File: src/inc/cdt_pkg.sv
// Purpose: shared constants and types of the countdown and periodic tick timer
// Assumes: 8-bit register port, oscillator edges arrive on a 32.768 kHz pin
// Notes:   offsets are byte addresses of the register port
package cdt_pkg;

    // register offsets
    localparam logic [7:0] ADDR_EVENT_FLAG_STATUS   = 8'h01;
    localparam logic [7:0] ADDR_TIMER_CLOCK_CONTROL = 8'h0E;
    localparam logic [7:0] ADDR_COUNTDOWN_VALUE     = 8'h0F;

    // event_flag_status field positions
    localparam int STS_MINUTE_EN   = 7;
    localparam int STS_SECOND_EN   = 6;
    localparam int STS_TICK_FLAG   = 5;
    localparam int STS_PULSE_SEL   = 4;
    localparam int STS_ALARM_FLAG  = 3;
    localparam int STS_CD_FLAG     = 2;
    localparam int STS_ALARM_IRQEN = 1;
    localparam int STS_CD_IRQEN    = 0;

    // timer_clock_control field positions
    localparam int TCC_COF_LSB = 4;
    localparam int TCC_RUN     = 3;
    localparam int TCC_SRC_LSB = 0;

    // values after reset
    localparam logic [7:0] RST_STATUS    = 8'h00;
    localparam logic [2:0] RST_COF       = 3'h0;
    localparam logic [1:0] RST_SRC_SEL   = 2'h3;
    localparam logic [7:0] RST_COUNTDOWN = 8'h00;

    // divider ratios, counted in oscillator or tick events
    localparam int DIV_OSC_TO_4K   = 8;
    localparam int DIV_4K_TO_64    = 64;
    localparam int DIV_OSC_TO_1HZ  = 32768;
    localparam int DIV_1HZ_TO_MIN  = 60;

    typedef enum logic [1:0] {
        CDT_SRC_4K  = 2'h0,
        CDT_SRC_64  = 2'h1,
        CDT_SRC_1HZ = 2'h2,
        CDT_SRC_MIN = 2'h3
    } cdt_src_t;

    typedef enum logic [2:0] {
        CDT_CD_IDLE = 3'b001,
        CDT_CD_ARM  = 3'b010,
        CDT_CD_RUN  = 3'b100
    } cdt_cd_state_t;

endpackage

File: src/inc/cdt_div_if.sv
// Purpose: step and wrap signals between the timer and one of its dividers
// Assumes: all signals on the timer clock
// Notes:   fast and slow apply a frequency correction of one step
`timescale 1ns/10ps
interface cdt_div_if;
    logic step;
    logic fast;
    logic slow;
    logic wrap;
    modport parent (output step, output fast, output slow, input wrap);
    modport div    (input step, input fast, input slow, output wrap);
endinterface

File: src/hw/cdt_div.sv
// Purpose: modulo event divider with one-step correction
// Assumes: step is a one-cycle pulse on clk_i
// Notes:   wrap is combinational, high in the step cycle that closes a period
`timescale 1ns/10ps
module cdt_div #(
    parameter int MOD = 8
) (
    input  wire logic clk_i,
    input  wire logic rst_i,
    cdt_div_if.div    port_if
);
    localparam int             W    = (MOD > 2) ? $clog2(MOD) : 1;
    localparam logic [W-1:0]   LAST = W'(MOD - 1);
    localparam logic [W-1:0]   PRE  = W'(MOD - 2);

    logic [W-1:0] cnt_q;
    logic         adv;
    logic         hit;

    always_comb begin
        // slow holds the count for one step, fast advances it by two
        adv = port_if.step & ~port_if.slow;
        hit = adv & ((cnt_q == LAST) | (port_if.fast & (cnt_q == PRE)));
    end

    assign port_if.wrap = hit;

    always_ff @(posedge clk_i or posedge rst_i) begin
        if (rst_i) begin
            cnt_q <= '0;
        end else if (hit) begin
            cnt_q <= '0;
        end else if (adv) begin
            cnt_q <= cnt_q + (port_if.fast ? W'(2) : W'(1));
        end
    end
endmodule

File: src/hw/cdt_timer.sv
// Purpose: periodic second/minute tick and 8-bit auto-reload countdown timer
// Assumes: register port on mclk_i, oscillator pin asynchronous to mclk_i
// Notes:   oscillator rising edges drive every timebase of the block
`timescale 1ns/10ps
module cdt_timer
    import cdt_pkg::*;
(
    input  wire logic       mclk_i,
    input  wire logic       rst_i,
    input  wire logic       osc_32k_i,
    input  wire logic       reg_wr_i,
    input  wire logic       reg_rd_i,
    input  wire logic [7:0] reg_addr_i,
    input  wire logic [7:0] reg_wdata_i,
    input  wire logic       alarm_match_i,
    input  wire logic       corr_fast_i,
    input  wire logic       corr_slow_i,
    output logic      [7:0] reg_rdata_o,
    output logic            int_n_o,
    output logic            sec_tick_o,
    output logic            min_tick_o
);

    ////////////////////////////////////////////////////////////////////////////
    // oscillator pin synchroniser

    logic osc_s1_q;
    logic osc_s2_q;
    logic osc_s3_q;
    logic osc_rise;

    always_ff @(posedge mclk_i or posedge rst_i) begin
        if (rst_i) begin
            osc_s1_q <= 1'b0;
            osc_s2_q <= 1'b0;
            osc_s3_q <= 1'b0;
        end else begin
            osc_s1_q <= osc_32k_i;
            osc_s2_q <= osc_s1_q;
            osc_s3_q <= osc_s2_q;
        end
    end

    assign osc_rise = osc_s2_q & ~osc_s3_q;

    ////////////////////////////////////////////////////////////////////////////
    // timebase dividers

    logic fast_pend_q;
    logic slow_pend_q;

    // correction requests wait for the next oscillator edge; slow wins when both are pending
    always_ff @(posedge mclk_i or posedge rst_i) begin
        if (rst_i) begin
            fast_pend_q <= 1'b0;
            slow_pend_q <= 1'b0;
        end else begin
            fast_pend_q <= corr_fast_i | (fast_pend_q & ~osc_rise);
            slow_pend_q <= corr_slow_i | (slow_pend_q & ~osc_rise);
        end
    end

    cdt_div_if if_4k  ();
    cdt_div_if if_64  ();
    cdt_div_if if_1s  ();
    cdt_div_if if_min ();

    assign if_4k.step  = osc_rise;
    assign if_4k.fast  = 1'b0;
    assign if_4k.slow  = 1'b0;
    assign if_64.step  = if_4k.wrap;
    assign if_64.fast  = 1'b0;
    assign if_64.slow  = 1'b0;
    assign if_1s.step  = osc_rise;
    assign if_1s.fast  = fast_pend_q;
    assign if_1s.slow  = slow_pend_q;
    assign if_min.step = if_1s.wrap;
    assign if_min.fast = 1'b0;
    assign if_min.slow = 1'b0;

    cdt_div #(.MOD(DIV_OSC_TO_4K)) u_div_4k (
        .clk_i   (mclk_i),
        .rst_i   (rst_i),
        .port_if (if_4k)
    );

    cdt_div #(.MOD(DIV_4K_TO_64)) u_div_64 (
        .clk_i   (mclk_i),
        .rst_i   (rst_i),
        .port_if (if_64)
    );

    cdt_div #(.MOD(DIV_OSC_TO_1HZ)) u_div_1s (
        .clk_i   (mclk_i),
        .rst_i   (rst_i),
        .port_if (if_1s)
    );

    cdt_div #(.MOD(DIV_1HZ_TO_MIN)) u_div_min (
        .clk_i   (mclk_i),
        .rst_i   (rst_i),
        .port_if (if_min)
    );

    logic tick_4k;
    logic tick_64;
    logic tick_1s;
    logic tick_min;

    assign tick_4k  = if_4k.wrap;
    assign tick_64  = if_64.wrap;
    assign tick_1s  = if_1s.wrap;
    assign tick_min = if_min.wrap;

    ////////////////////////////////////////////////////////////////////////////
    // register writes

    logic       wr_sts;
    logic       wr_tcc;
    logic       wr_cnt;
    logic       minute_tick_enable_q;
    logic       second_tick_enable_q;
    logic       irq_pulse_select_q;
    logic       alarm_irq_enable_q;
    logic       countdown_irq_enable_q;
    logic       countdown_run_q;
    logic [1:0] source_clock_select_q;
    logic [2:0] clkout_sel_q;
    logic [7:0] reload_q;

    assign wr_sts = reg_wr_i & (reg_addr_i == ADDR_EVENT_FLAG_STATUS);
    assign wr_tcc = reg_wr_i & (reg_addr_i == ADDR_TIMER_CLOCK_CONTROL);
    assign wr_cnt = reg_wr_i & (reg_addr_i == ADDR_COUNTDOWN_VALUE);

    always_ff @(posedge mclk_i or posedge rst_i) begin
        if (rst_i) begin
            minute_tick_enable_q   <= RST_STATUS[STS_MINUTE_EN];
            second_tick_enable_q   <= RST_STATUS[STS_SECOND_EN];
            irq_pulse_select_q     <= RST_STATUS[STS_PULSE_SEL];
            alarm_irq_enable_q     <= RST_STATUS[STS_ALARM_IRQEN];
            countdown_irq_enable_q <= RST_STATUS[STS_CD_IRQEN];
        end else if (wr_sts) begin
            minute_tick_enable_q   <= reg_wdata_i[STS_MINUTE_EN];
            second_tick_enable_q   <= reg_wdata_i[STS_SECOND_EN];
            irq_pulse_select_q     <= reg_wdata_i[STS_PULSE_SEL];
            alarm_irq_enable_q     <= reg_wdata_i[STS_ALARM_IRQEN];
            countdown_irq_enable_q <= reg_wdata_i[STS_CD_IRQEN];
        end
    end

    always_ff @(posedge mclk_i or posedge rst_i) begin
        if (rst_i) begin
            countdown_run_q       <= 1'b0;
            source_clock_select_q <= RST_SRC_SEL;
            clkout_sel_q          <= RST_COF;
        end else if (wr_tcc) begin
            countdown_run_q       <= reg_wdata_i[TCC_RUN];
            source_clock_select_q <= reg_wdata_i[TCC_SRC_LSB +: 2];
            clkout_sel_q          <= reg_wdata_i[TCC_COF_LSB +: 3];
        end
    end

    always_ff @(posedge mclk_i or posedge rst_i) begin
        if (rst_i) begin
            reload_q <= RST_COUNTDOWN;
        end else if (wr_cnt) begin
            reload_q <= reg_wdata_i;
        end
    end

    ////////////////////////////////////////////////////////////////////////////
    // control into the timer domain

    logic [7:0] ctl_raw;
    logic [7:0] ctl_s1_q;
    logic [7:0] ctl_s2_q;
    logic       min_en;
    logic       sec_en;
    logic       pulse_sel;
    logic       aie;
    logic       countdown_irq_enable;
    logic       run;
    cdt_src_t   src;

    assign ctl_raw = {minute_tick_enable_q, second_tick_enable_q, irq_pulse_select_q,
                      alarm_irq_enable_q, countdown_irq_enable_q, countdown_run_q,
                      source_clock_select_q};

    always_ff @(posedge mclk_i or posedge rst_i) begin
        if (rst_i) begin
            ctl_s1_q <= {RST_STATUS[STS_MINUTE_EN], RST_STATUS[STS_SECOND_EN],
                         RST_STATUS[STS_PULSE_SEL], RST_STATUS[STS_ALARM_IRQEN],
                         RST_STATUS[STS_CD_IRQEN], 1'b0, RST_SRC_SEL};
            ctl_s2_q <= {RST_STATUS[STS_MINUTE_EN], RST_STATUS[STS_SECOND_EN],
                         RST_STATUS[STS_PULSE_SEL], RST_STATUS[STS_ALARM_IRQEN],
                         RST_STATUS[STS_CD_IRQEN], 1'b0, RST_SRC_SEL};
        end else begin
            ctl_s1_q <= ctl_raw;
            ctl_s2_q <= ctl_s1_q;
        end
    end

    assign min_en    = ctl_s2_q[7];
    assign sec_en    = ctl_s2_q[6];
    assign pulse_sel = ctl_s2_q[5];
    assign aie       = ctl_s2_q[4];
    assign countdown_irq_enable       = ctl_s2_q[3];
    assign run       = ctl_s2_q[2];
    assign src       = cdt_src_t'(ctl_s2_q[1:0]);

    ////////////////////////////////////////////////////////////////////////////
    // countdown

    cdt_cd_state_t cd_state_q;
    logic [7:0]    cnt_q;
    logic          src_tick;
    logic          slow_src;
    logic          load_evt;
    logic          cd_evt;

    always_comb begin
        unique case (src)
            CDT_SRC_4K:  src_tick = tick_4k;
            CDT_SRC_64:  src_tick = tick_64;
            CDT_SRC_1HZ: src_tick = tick_1s;
            CDT_SRC_MIN: src_tick = tick_min;
        endcase
    end

    assign slow_src = (src == CDT_SRC_1HZ) | (src == CDT_SRC_MIN);
    assign load_evt = slow_src ? tick_64 : src_tick;
    assign cd_evt   = (cd_state_q == CDT_CD_RUN) & src_tick & (cnt_q == 8'h01) & ~wr_cnt;

    always_ff @(posedge mclk_i or posedge rst_i) begin
        if (rst_i) begin
            cd_state_q <= CDT_CD_IDLE;
        end else if (!run) begin
            cd_state_q <= CDT_CD_IDLE;
        end else begin
            unique case (cd_state_q)
                CDT_CD_IDLE: cd_state_q <= CDT_CD_ARM;
                CDT_CD_ARM:  if (load_evt) begin
                    cd_state_q <= CDT_CD_RUN;
                end
                CDT_CD_RUN:  cd_state_q <= CDT_CD_RUN;
                default:     cd_state_q <= CDT_CD_IDLE;
            endcase
        end
    end

    always_ff @(posedge mclk_i or posedge rst_i) begin
        if (rst_i) begin
            cnt_q <= RST_COUNTDOWN;
        end else if (wr_cnt) begin
            cnt_q <= reg_wdata_i;
        end else if (cd_state_q == CDT_CD_ARM && run && load_evt) begin
            cnt_q <= reload_q;
        end else if (cd_evt) begin
            cnt_q <= reload_q;
        end else if (cd_state_q == CDT_CD_RUN && src_tick && cnt_q != 8'h00) begin
            cnt_q <= cnt_q - 8'h01;
        end
    end

    ////////////////////////////////////////////////////////////////////////////
    // flags

    logic per_evt;
    logic clr_msf;
    logic clr_af;
    logic clr_tf;
    logic msf_q;
    logic af_q;
    logic tf_q;

    assign per_evt = sec_en ? tick_1s : (min_en & tick_min);

    assign clr_msf = wr_sts & ~reg_wdata_i[STS_TICK_FLAG];
    assign clr_af  = wr_sts & ~reg_wdata_i[STS_ALARM_FLAG];
    assign clr_tf  = wr_sts & ~reg_wdata_i[STS_CD_FLAG];

    // a new event in the clearing cycle keeps its flag
    always_ff @(posedge mclk_i or posedge rst_i) begin
        if (rst_i) begin
            msf_q <= RST_STATUS[STS_TICK_FLAG];
            af_q  <= RST_STATUS[STS_ALARM_FLAG];
            tf_q  <= RST_STATUS[STS_CD_FLAG];
        end else begin
            msf_q <= per_evt | (msf_q & ~clr_msf);
            af_q  <= alarm_match_i | (af_q & ~clr_af);
            tf_q  <= cd_evt | (tf_q & ~clr_tf);
        end
    end

    ////////////////////////////////////////////////////////////////////////////
    // interrupt pulses and output

    logic per_pulse_q;
    logic cd_pulse_q;
    logic cd_pulse_end;
    logic irq;

    // tick pulse until next 64 Hz
    always_ff @(posedge mclk_i or posedge rst_i) begin
        if (rst_i) begin
            per_pulse_q <= 1'b0;
        end else if (per_evt) begin
            per_pulse_q <= 1'b1;
        end else if (tick_64 || clr_msf) begin
            per_pulse_q <= 1'b0;
        end
    end

    assign cd_pulse_end = (slow_src ? tick_64 : src_tick) | clr_tf;

    always_ff @(posedge mclk_i or posedge rst_i) begin
        if (rst_i) begin
            cd_pulse_q <= 1'b0;
        end else if (cd_evt) begin
            cd_pulse_q <= 1'b1;
        end else if (cd_pulse_end) begin
            cd_pulse_q <= 1'b0;
        end
    end

    assign irq = ((min_en | sec_en) & (pulse_sel ? per_pulse_q : msf_q))
               | (countdown_irq_enable & (pulse_sel ? cd_pulse_q : tf_q))
               | (aie & af_q);

    always_ff @(posedge mclk_i or posedge rst_i) begin
        if (rst_i) begin
            int_n_o    <= 1'b1;
            sec_tick_o <= 1'b0;
            min_tick_o <= 1'b0;
        end else begin
            int_n_o    <= ~irq;
            sec_tick_o <= tick_1s;
            min_tick_o <= tick_min;
        end
    end

    ////////////////////////////////////////////////////////////////////////////
    // register reads

    always_ff @(posedge mclk_i or posedge rst_i) begin
        if (rst_i) begin
            reg_rdata_o <= 8'h00;
        end else if (reg_rd_i) begin
            unique case (reg_addr_i)
                ADDR_EVENT_FLAG_STATUS:   reg_rdata_o <= {minute_tick_enable_q,
                    second_tick_enable_q, msf_q, irq_pulse_select_q, af_q, tf_q,
                    alarm_irq_enable_q, countdown_irq_enable_q};
                ADDR_TIMER_CLOCK_CONTROL: reg_rdata_o <= {1'b0, clkout_sel_q,
                    countdown_run_q, 1'b0, source_clock_select_q};
                ADDR_COUNTDOWN_VALUE:     reg_rdata_o <= cnt_q;
                default:                  reg_rdata_o <= 8'h00;
            endcase
        end
    end

endmodule

File: config.mk
export PLATFORM = sky130hd
export DESIGN_NAME = cdt_timer
export DESIGN_NICKNAME = d
export VERILOG_FILES = /design/src/inc/cdt_pkg.sv /design/src/inc/cdt_div_if.sv /design/src/hw/cdt_div.sv /design/src/hw/cdt_timer.sv
export SDC_FILE = /design/constraint.sdc
export NUM_CORES = 1
export LEC_CHECK = 0
export ABC_AREA = 0
export BUFFER_PORTS_ARGS = -buffer_cell sky130_fd_sc_hd__buf_2
export CORE_MARGIN = 3
export CORE_UTILIZATION = 65
export CTS_BUF_LIST = sky130_fd_sc_hd__clkbuf_4 sky130_fd_sc_hd__clkbuf_8
export DETAILED_ROUTE_END_ITERATION = 8
export PLACE_DENSITY = 0.95
export SYNTH_ARGS = -nofsm -noshare
export SYNTH_HDL_FRONTEND = slang
export SYNTH_HIERARCHICAL = 1
export SYNTH_SLANG_ARGS = --single-unit
File: constraint.sdc
create_clock -name mclk_i -period 5.25 [get_ports mclk_i]
set_clock_uncertainty 0.05 [all_clocks]
set_input_delay 0.525 -clock mclk_i [delete_from_list [all_inputs] [get_ports mclk_i]]
set_output_delay 0.525 -clock mclk_i [all_outputs]
set_load 0.02 [all_outputs]
==> results.yml, run 1 <==
run_status:
  run_status: "finished, final reports clean"
critical_path:
  endpoint_kind: "register"
  crit_chain: "nand2b_1 -> inv_1 -> nand3b_1 -> or3_1 -> nor3_4 -> and4b_1 -> nor4b_2 -> mux4_2 -> o211a_1 -> nand4_1 -> and3_1 -> o221a_2"
  cp.depth: 12
  path_buf_inv: 1
  rrSetupSlack_ns: 1.66
  required_ns: 5.46
  startpoint_type: "register"
  crit_fanout: 12
  slowest_stage: "or3_1"
  critPathMaxStageDelay_ns: 0.47
  r2r_cells: 12
  path_class: "register to register"
  critPathArrivalTime_ns: 3.80
  cp_top_family: "simple AND/OR/NAND/NOR gates"
synth:
  yosys.area.top_type: "dfrtp_1"
  synth_area_leaders: "dfrtp_1 48%, nand2_1 4.7%, dfstp_2 4.5%, mux2_2 2.9%, ha_1 2.7%"
  syn_avg_cell_area_um2: 10.8
  synth_top_family_by_area: "simple AND/OR/NAND/NOR gates"
  yosysMostFrequentCell: "dfrtp_1"
  syn_inst: 434
  synth-simple-area-share: 0.192
  synthAdderAreaFrac: 0.0438
  yosys_warnings: 6
  synth_edf_count: 0
  synthTopCellsByCount: "89 x dfrtp_1, 58 x nand2_1, 33 x inv_1"
  syn_area_um2: 4680
  ys_seq_area_frac: 0.521
  synth.mux.area_fraction: 0.0380
  ys_types: 80
  yosys.area_share.xor_xnor: 0.0299
  synth_compound_area_frac: 0.136
  ys_async_sr_fraction: 1.00
  ys.flop_type: "dfrtp_1"
  ys_ff_latch: 97
  yosys.area.top_type_share: 0.476
placement:
  place_congestion: 0.857
  io_buffers: 34
  dpl.hpwl_um: 7100
  post-place-ws_ns: 1.78
floorplanning:
  die_x_um: 90.9
  die-area_um2: 8260
  pin_count: 35
  rows: 30
  die_h_um: 90.9
  start_util: 0.678
  core_area_um2: 6910
global_routing:
  grt_pass1_wl_um: 16800
  grt_pass1_vias: 3586
  gr-usage-all-layers: 0.256
  grt_start_max_net_pins: 68
  overflow: 0
  antenna_found_initial: 0
detailed_routing:
  via_per_inst: 6.10
  routedWlPerCell_um: 16.8
  via_count: 3595
  wl_um: 9910
  dr.pass1.iters: 5
  antenna_left: 0
  drtIter0Drc: 320
  drt_drc_violations_left: 0
timing:
  setup_tns_ns: 0
  hold_slack_ns: 0.0181
  period_needed_ns: 3.59
  rsz0062_at_grt: "no"
  fmax_mhz: 279
  fin_crit_sh: 0.684
  finalHoldViolCount: 0
  fin_ws_ns: 1.66
  setup_viol: 0
  tightest_slew_ns: 0.816
  slew_headroom: 0.456
  drv_slew: 0
clocking:
  clkSinkCount: 97
  cts_tree: "done"
  cts_resized: 0
  cts_hold_buf: 0
  htree_levels: 3
  path_clk_slew_ns: 0.09
  post_cts_buffers: 0
  worst_skew_pair.late_latency_ns: 0.36
  cts_buffers: 9
  cts_root_buf: "clkbuf_8"
  clockBufferDepth: 2
layout:
  antennaDiodeCount: 0
  final_layout_size_suffix_gt1_frac: 0.197
  layout.nets: 526
  syn2layout_area_growth_pct: 11.4
power_and_ir_drop:
  leakagePower_uw: 0.00245
  max-vdd-ir-drop_uv: 171
  power.density_nw_per_um2: 307
  power_uw: 1600
hold_path:
  hold_class: "input pin to asynchronous set/reset pin"
job:
  max-cap-violations: 0
[final timing paths]
path	from	to
setup / recovery	osc_s3_q	cnt_q[5]
hold / removal	rst_i	u_div_4k/cnt_q[1]
setup reg to reg	osc_s3_q	cnt_q[5]
hold reg to reg	osc_s1_q	osc_s2_q
max in group asynchronous	rst_i	reload_q[4]
min in group mclk_i	osc_32k_i	osc_s1_q
[per-layer routing]
| layer | wire (um) | vias to the layer above | share of wire | global-route usage |
|---|---|---|---|---|
| met5 | 0 | - | 0 | 0 |
| met4 | 269 | 0 | 0.027 | 0.128 |
| met3 | 604 | 28 | 0.061 | 0.0400 |
| met2 | 5100 | 165 | 0.51 | 0.432 |
| met1 | 3930 | 1763 | 0.40 | 0.323 |
| li1 | - | 1639 | - | - |
[worst reg2reg max path, delay by kind of cell (launching register included)]
kind | cells | cell delay, ns
AND/OR/NAND/NOR | 8 | 1.95
multiplexers | 1 | 0.34
AO/OA/AOI/OAI | 2 | 0.62
buffers and inverters | 1 | 0.17
flip-flops | 1 | 0.36
[cells by family (layout without fill, tap and decap cells)]
logic type	Yosys count	after routing
compound gates	89	89
buf+inv	43	85
simple gates	159	159
mux	15	15
flops	97	97
other cells	1	18
fa+ha+maj	14	14
xor+xnor	16	16
[state kept, by name, indices dropped and copies added (netlist names), 2 cells and up]
name and cells:
reg_rdata_o 8, source_clock_select_q 2, reload_q 8, cd_state_q 3, u_div_4k/cnt_q 3, clkout_sel_q 3
ctl_s2_q 8, u_div_64/cnt_q 6, cnt_q 8, ctl_s1_q 8, u_div_1s/cnt_q 15, u_div_min/cnt_q 6
[stage by stage]
step           instance area, um^2  utilization  cells
2_1_floorplan                 4740            -    451
3_3_place_gp                  4990        0.723    573
3_5_place_dp                  4990        0.723    573
4_1_cts                       5210        0.755    589
5_1_grt                       5210        0.755    589
6_report                      5210        0.755    589
[cells in the final DEF (no fill, tap or decap), drive strengths merged, types with 4 or more instances in the layout]
cell / Yosys / layout
nand2b: 7 / 7
ha: 10 / 10
a21oi: 9 / 9
xnor2: 12 / 12
nor2b: 4 / 4
and2: 4 / 4
o22ai: 13 / 13
nand3: 7 / 7
and3: 4 / 4
a222oi: 6 / 6
a31oi: 5 / 5
o21ai: 18 / 18
nor2: 27 / 27
nor4: 10 / 10
buf: 8 / 36
nand4: 5 / 5
dfstp: 8 / 8
a21o: 5 / 5
fa: 4 / 4
o211ai: 7 / 7
clkinv: 0 / 4
nor3: 6 / 6
nand3b: 6 / 6
dfrtp: 89 / 89
or3: 4 / 4
conb: 1 / 18
nand2: 58 / 58
clkbuf: 2 / 9
xor2: 4 / 4
inv: 33 / 33
mux2: 12 / 12
[report_power, final]
part	internal [uW]	leakage [uW]	total, uW	switching (uW)
combinational	90.2	0.00109	204	114
clock	268	0.000109	531	263
sequential	803	0.00125	865	61.8
total	1160	0.00245	1600	438
[layout make-up]
class	instances	area, um^2
clock buffers	9	124
clock inverters	7	95.1
repair buffers	36	185
fillers	443	1690
flip-flops and latches	97	2440
inverters	33	124
multi-input cells	311	2130
well taps	96	120
No activity file was read; power rests on OpenSTA's default activity.
==> run 2: changes to the inputs <==
--- a/config.mk
+++ b/config.mk
@@ -5,13 +5,13 @@
 export SDC_FILE = /design/constraint.sdc
 export NUM_CORES = 1
 export LEC_CHECK = 0
-export ABC_AREA = 0
+export ABC_AREA = 1
 export BUFFER_PORTS_ARGS = -buffer_cell sky130_fd_sc_hd__buf_2
 export CORE_MARGIN = 3
-export CORE_UTILIZATION = 65
+export CORE_UTILIZATION = 63
 export CTS_BUF_LIST = sky130_fd_sc_hd__clkbuf_4 sky130_fd_sc_hd__clkbuf_8
 export DETAILED_ROUTE_END_ITERATION = 8
-export PLACE_DENSITY = 0.95
+export PLACE_DENSITY = 0.93
 export SYNTH_ARGS = -nofsm -noshare
 export SYNTH_HDL_FRONTEND = slang
 export SYNTH_HIERARCHICAL = 1
==> constraint.sdc (replaced) <==
create_clock -name mclk_i -period 3.6 [get_ports mclk_i]
set_clock_uncertainty 0.05 [all_clocks]
set_input_delay 0.36 -clock mclk_i [delete_from_list [all_inputs] [get_ports mclk_i]]
set_output_delay 0.36 -clock mclk_i [all_outputs]
set_load 0.02 [all_outputs]
==> results.yml, run 2 <==
placement:
  post-place-ws_ns: 0.342
  place_congestion: 0.889
  dpl.hpwl_um: 8170
  io_buffers: 34
floorplanning:
  die_h_um: 95.5
  rows: 32
  die_x_um: 95.5
  core_area_um2: 7770
  die-area_um2: 9120
  start_util: 0.650
  pin_count: 35
layout:
  syn2layout_area_growth_pct: 10.1
  largest_reg_flops: 15
  final_common_cell: "nand2_1"
  layout_common_cells: "156 x nand2_1, 96 x inv_1, 89 x dfrtp_1"
  layout.nets: 707
  final_layout_size_suffix_gt1_frac: 0.174
  largest_register: "u_div_1s/cnt_q"
  antennaDiodeCount: 0
detailed_routing:
  via_count: 4165
  top_layer: "met4"
  wl_met1_um: 4510
  drtIter0Drc: 208
  wl_met3_um: 467
  wl_um: 10800
  dr.pass1.iters: 5
  drt_drc_violations_left: 0
  antenna_left: 0
  wl_met2_um: 5540
  routedWlPerCell_um: 14.0
  via_per_inst: 5.37
timing:
  tightest_slew_ns: 0.618
  fin_ws_ns: 0.320
  finalHoldViolCount: 0
  setup_tns_ns: 0
  drv_slew: 0
  slew_headroom: 0.586
  fin_crit_sh: 0.911
  rsz0062_at_grt: "no"
  fmax_mhz: 305
  period_needed_ns: 3.28
  setup_viol: 0
synth:
  yosys_warnings: 6
  syn_avg_cell_area_um2: 8.22
  ys.flop_type: "dfrtp_1"
  syn_inst: 614
  yosys.area.top_type_share: 0.441
  ys_seq_area_frac: 0.483
  ys_async_sr_fraction: 1.00
  syn_area_um2: 5050
  synthTopCellsByCount: "156 x nand2_1, 97 x inv_1, 89 x dfrtp_1"
  ys_types: 45
  synth_edf_count: 0
  yosysMostFrequentCell: "nand2_1"
  ys_ff_latch: 97
  yosys.area.top_type: "dfrtp_1"
  synth_area_leaders: "dfrtp_1 44%, nand2_1 12%, inv_1 7.2%, nor2_1 4.9%, dfstp_2 4.2%"
hold_path:
  hold_start: "osc_32k_i"
  hold_class: "input pin to register"
clocking:
  cts_root_buf: "clkbuf_8"
  post_cts_buffers: 0
  clkSinkCount: 97
  cts_tree: "done"
  worst_skew_pair.late_latency_ns: 0.37
  path_clk_slew_ns: 0.10
  cts_buffers: 9
  clockBufferDepth: 2
  htree_levels: 3
critical_path:
  endpoint_kind: "register"
  rr_endpoint: "cnt_q[1]"
  startpoint_type: "register"
  crit_start: "osc_s2_q"
  path_class: "register to register"
  required_ns: 3.82
  reg2reg_from: "osc_s2_q"
  crit_fanout: 8
  rrSetupSlack_ns: 0.32
  r2r_cells: 17
  critPathCapture: "cnt_q[1]"
  critPathArrivalTime_ns: 3.50
global_routing:
  overflow: 0
  grt_pass1_vias: 4100
  antenna_found_initial: 0
  grt_pass1_wl_um: 18000
  grt_start_max_net_pins: 47
  gr-usage-all-layers: 0.254
power_and_ir_drop:
  combPwrFrac: 0.171
  power.share.sequential: 0.546
  p_sw_frac: 0.320
  p_int_uw: 1620
  leakagePower_uw: 0.00300
  power_frac_clock: 0.283
  max-vdd-ir-drop_uv: 235
  power.density_nw_per_um2: 428
  p_sw_uw: 761
job:
  max-cap-violations: 0
run_status:
  run_status: "finished, final reports clean"
## run 2: cell count changes after synthesis, sizes merged, moves of 11 or more
cell | before | now
inv | 33 | 105
o21ai | 18 | 30
mux2 | 12 | 0
nand3 | 7 | 41
xnor2 | 12 | 1
nor2 | 27 | 80
nand2 | 58 | 172
## run 2: layout make-up
class | instances | area [um^2]
Timing Repair Buffer | 36 | 188
Sequential cell | 97 | 2440
Clock inverter | 7 | 61.3
Clock buffer | 9 | 124
Fill cell | 572 | 2210
Tap cell | 102 | 128
Multi-Input combinational cell | 419 | 2220
Inverter | 106 | 398
## run 2: worst min path at each step
stage | to | slack, ns | cells past startpoint
floorplan | u_div_4k/cnt_q[0] | 0.06 | 1
global placement | u_div_4k/cnt_q[2] | 0.23 | 2
detailed placement | u_div_4k/cnt_q[2] | 0.24 | 2
CTS | osc_s1_q | 0.04 | 1
global route | osc_s1_q | 0.05 | 1
finish | osc_s1_q | 0.05 | 1
## run 2: power by group through the flow
stage	logic, uW	registers [uW]	clock network [uW]
floorplan	302	1300	0
global placement	377	1310	0
detailed placement	402	1320	0
CTS	406	1300	685
global route	469	1310	723
finish	406	1300	672
## run 2: critical path, cell delays in order (launching register included)
cell,delay (ns)
dfrtp_1,0.36
inv_1,0.05
nor2_2,0.24
nand2_2,0.19
nor3_4,0.21
nand3_2,0.18
inv_1,0.26
nand2_2,0.14
nor2_1,0.15
nand3_2,0.16
inv_1,0.15
nand3_1,0.09
nand4_1,0.19
nand4_4,0.21
o21ai_4,0.25
nand2_1,0.11
a21oi_2,0.15
nor2_1,0.05
## run 2: stage by stage
stage	util	hold slack, ns	std cells	area, um^2	power (uW)
after floorplan	-	0.0636	627	5100	1600
after global placement	0.690	0.228	759	5360	1690
after detailed placement	0.690	0.236	759	5360	1720
after CTS	0.715	0.0420	776	5560	2390
after global routing	0.716	0.0462	776	5560	2510
final	0.716	0.0536	776	5560	2380
## run 2: layer usage
metal | track usage | vias up
met5 | 0 | -
met2 | 0.445 | 136
met4 | 0.116 | 0
met1 | 0.309 | 1967
met3 | 0.0379 | 36
li1 | - | 2026
## run 2: what timing repair did
| item | CTS | global route |
|---|---|---|
| hold endpoints to repair | 24 | 0 |
| hold buffers | 1 | 0 |
| resized for setup | 0 | 1 |
| endpoints found under the setup margin | 0 | 7 |
## run 2: logic make-up (layout without fill, tap and decap cells)
family / Yosys count / in the layout / share of synthesized area
AO/OA/AOI/OAI: 64 / 64 / 0.0753
XOR/XNOR: 7 / 7 / 0.0121
adder cells (fa/ha/maj): 14 / 14 / 0.0406
buffers and inverters: 111 / 158 / 0.0872
flip-flops: 97 / 97 / 0.483
other: 1 / 14 / 0.000743
AND/OR/NAND/NOR: 320 / 320 / 0.301
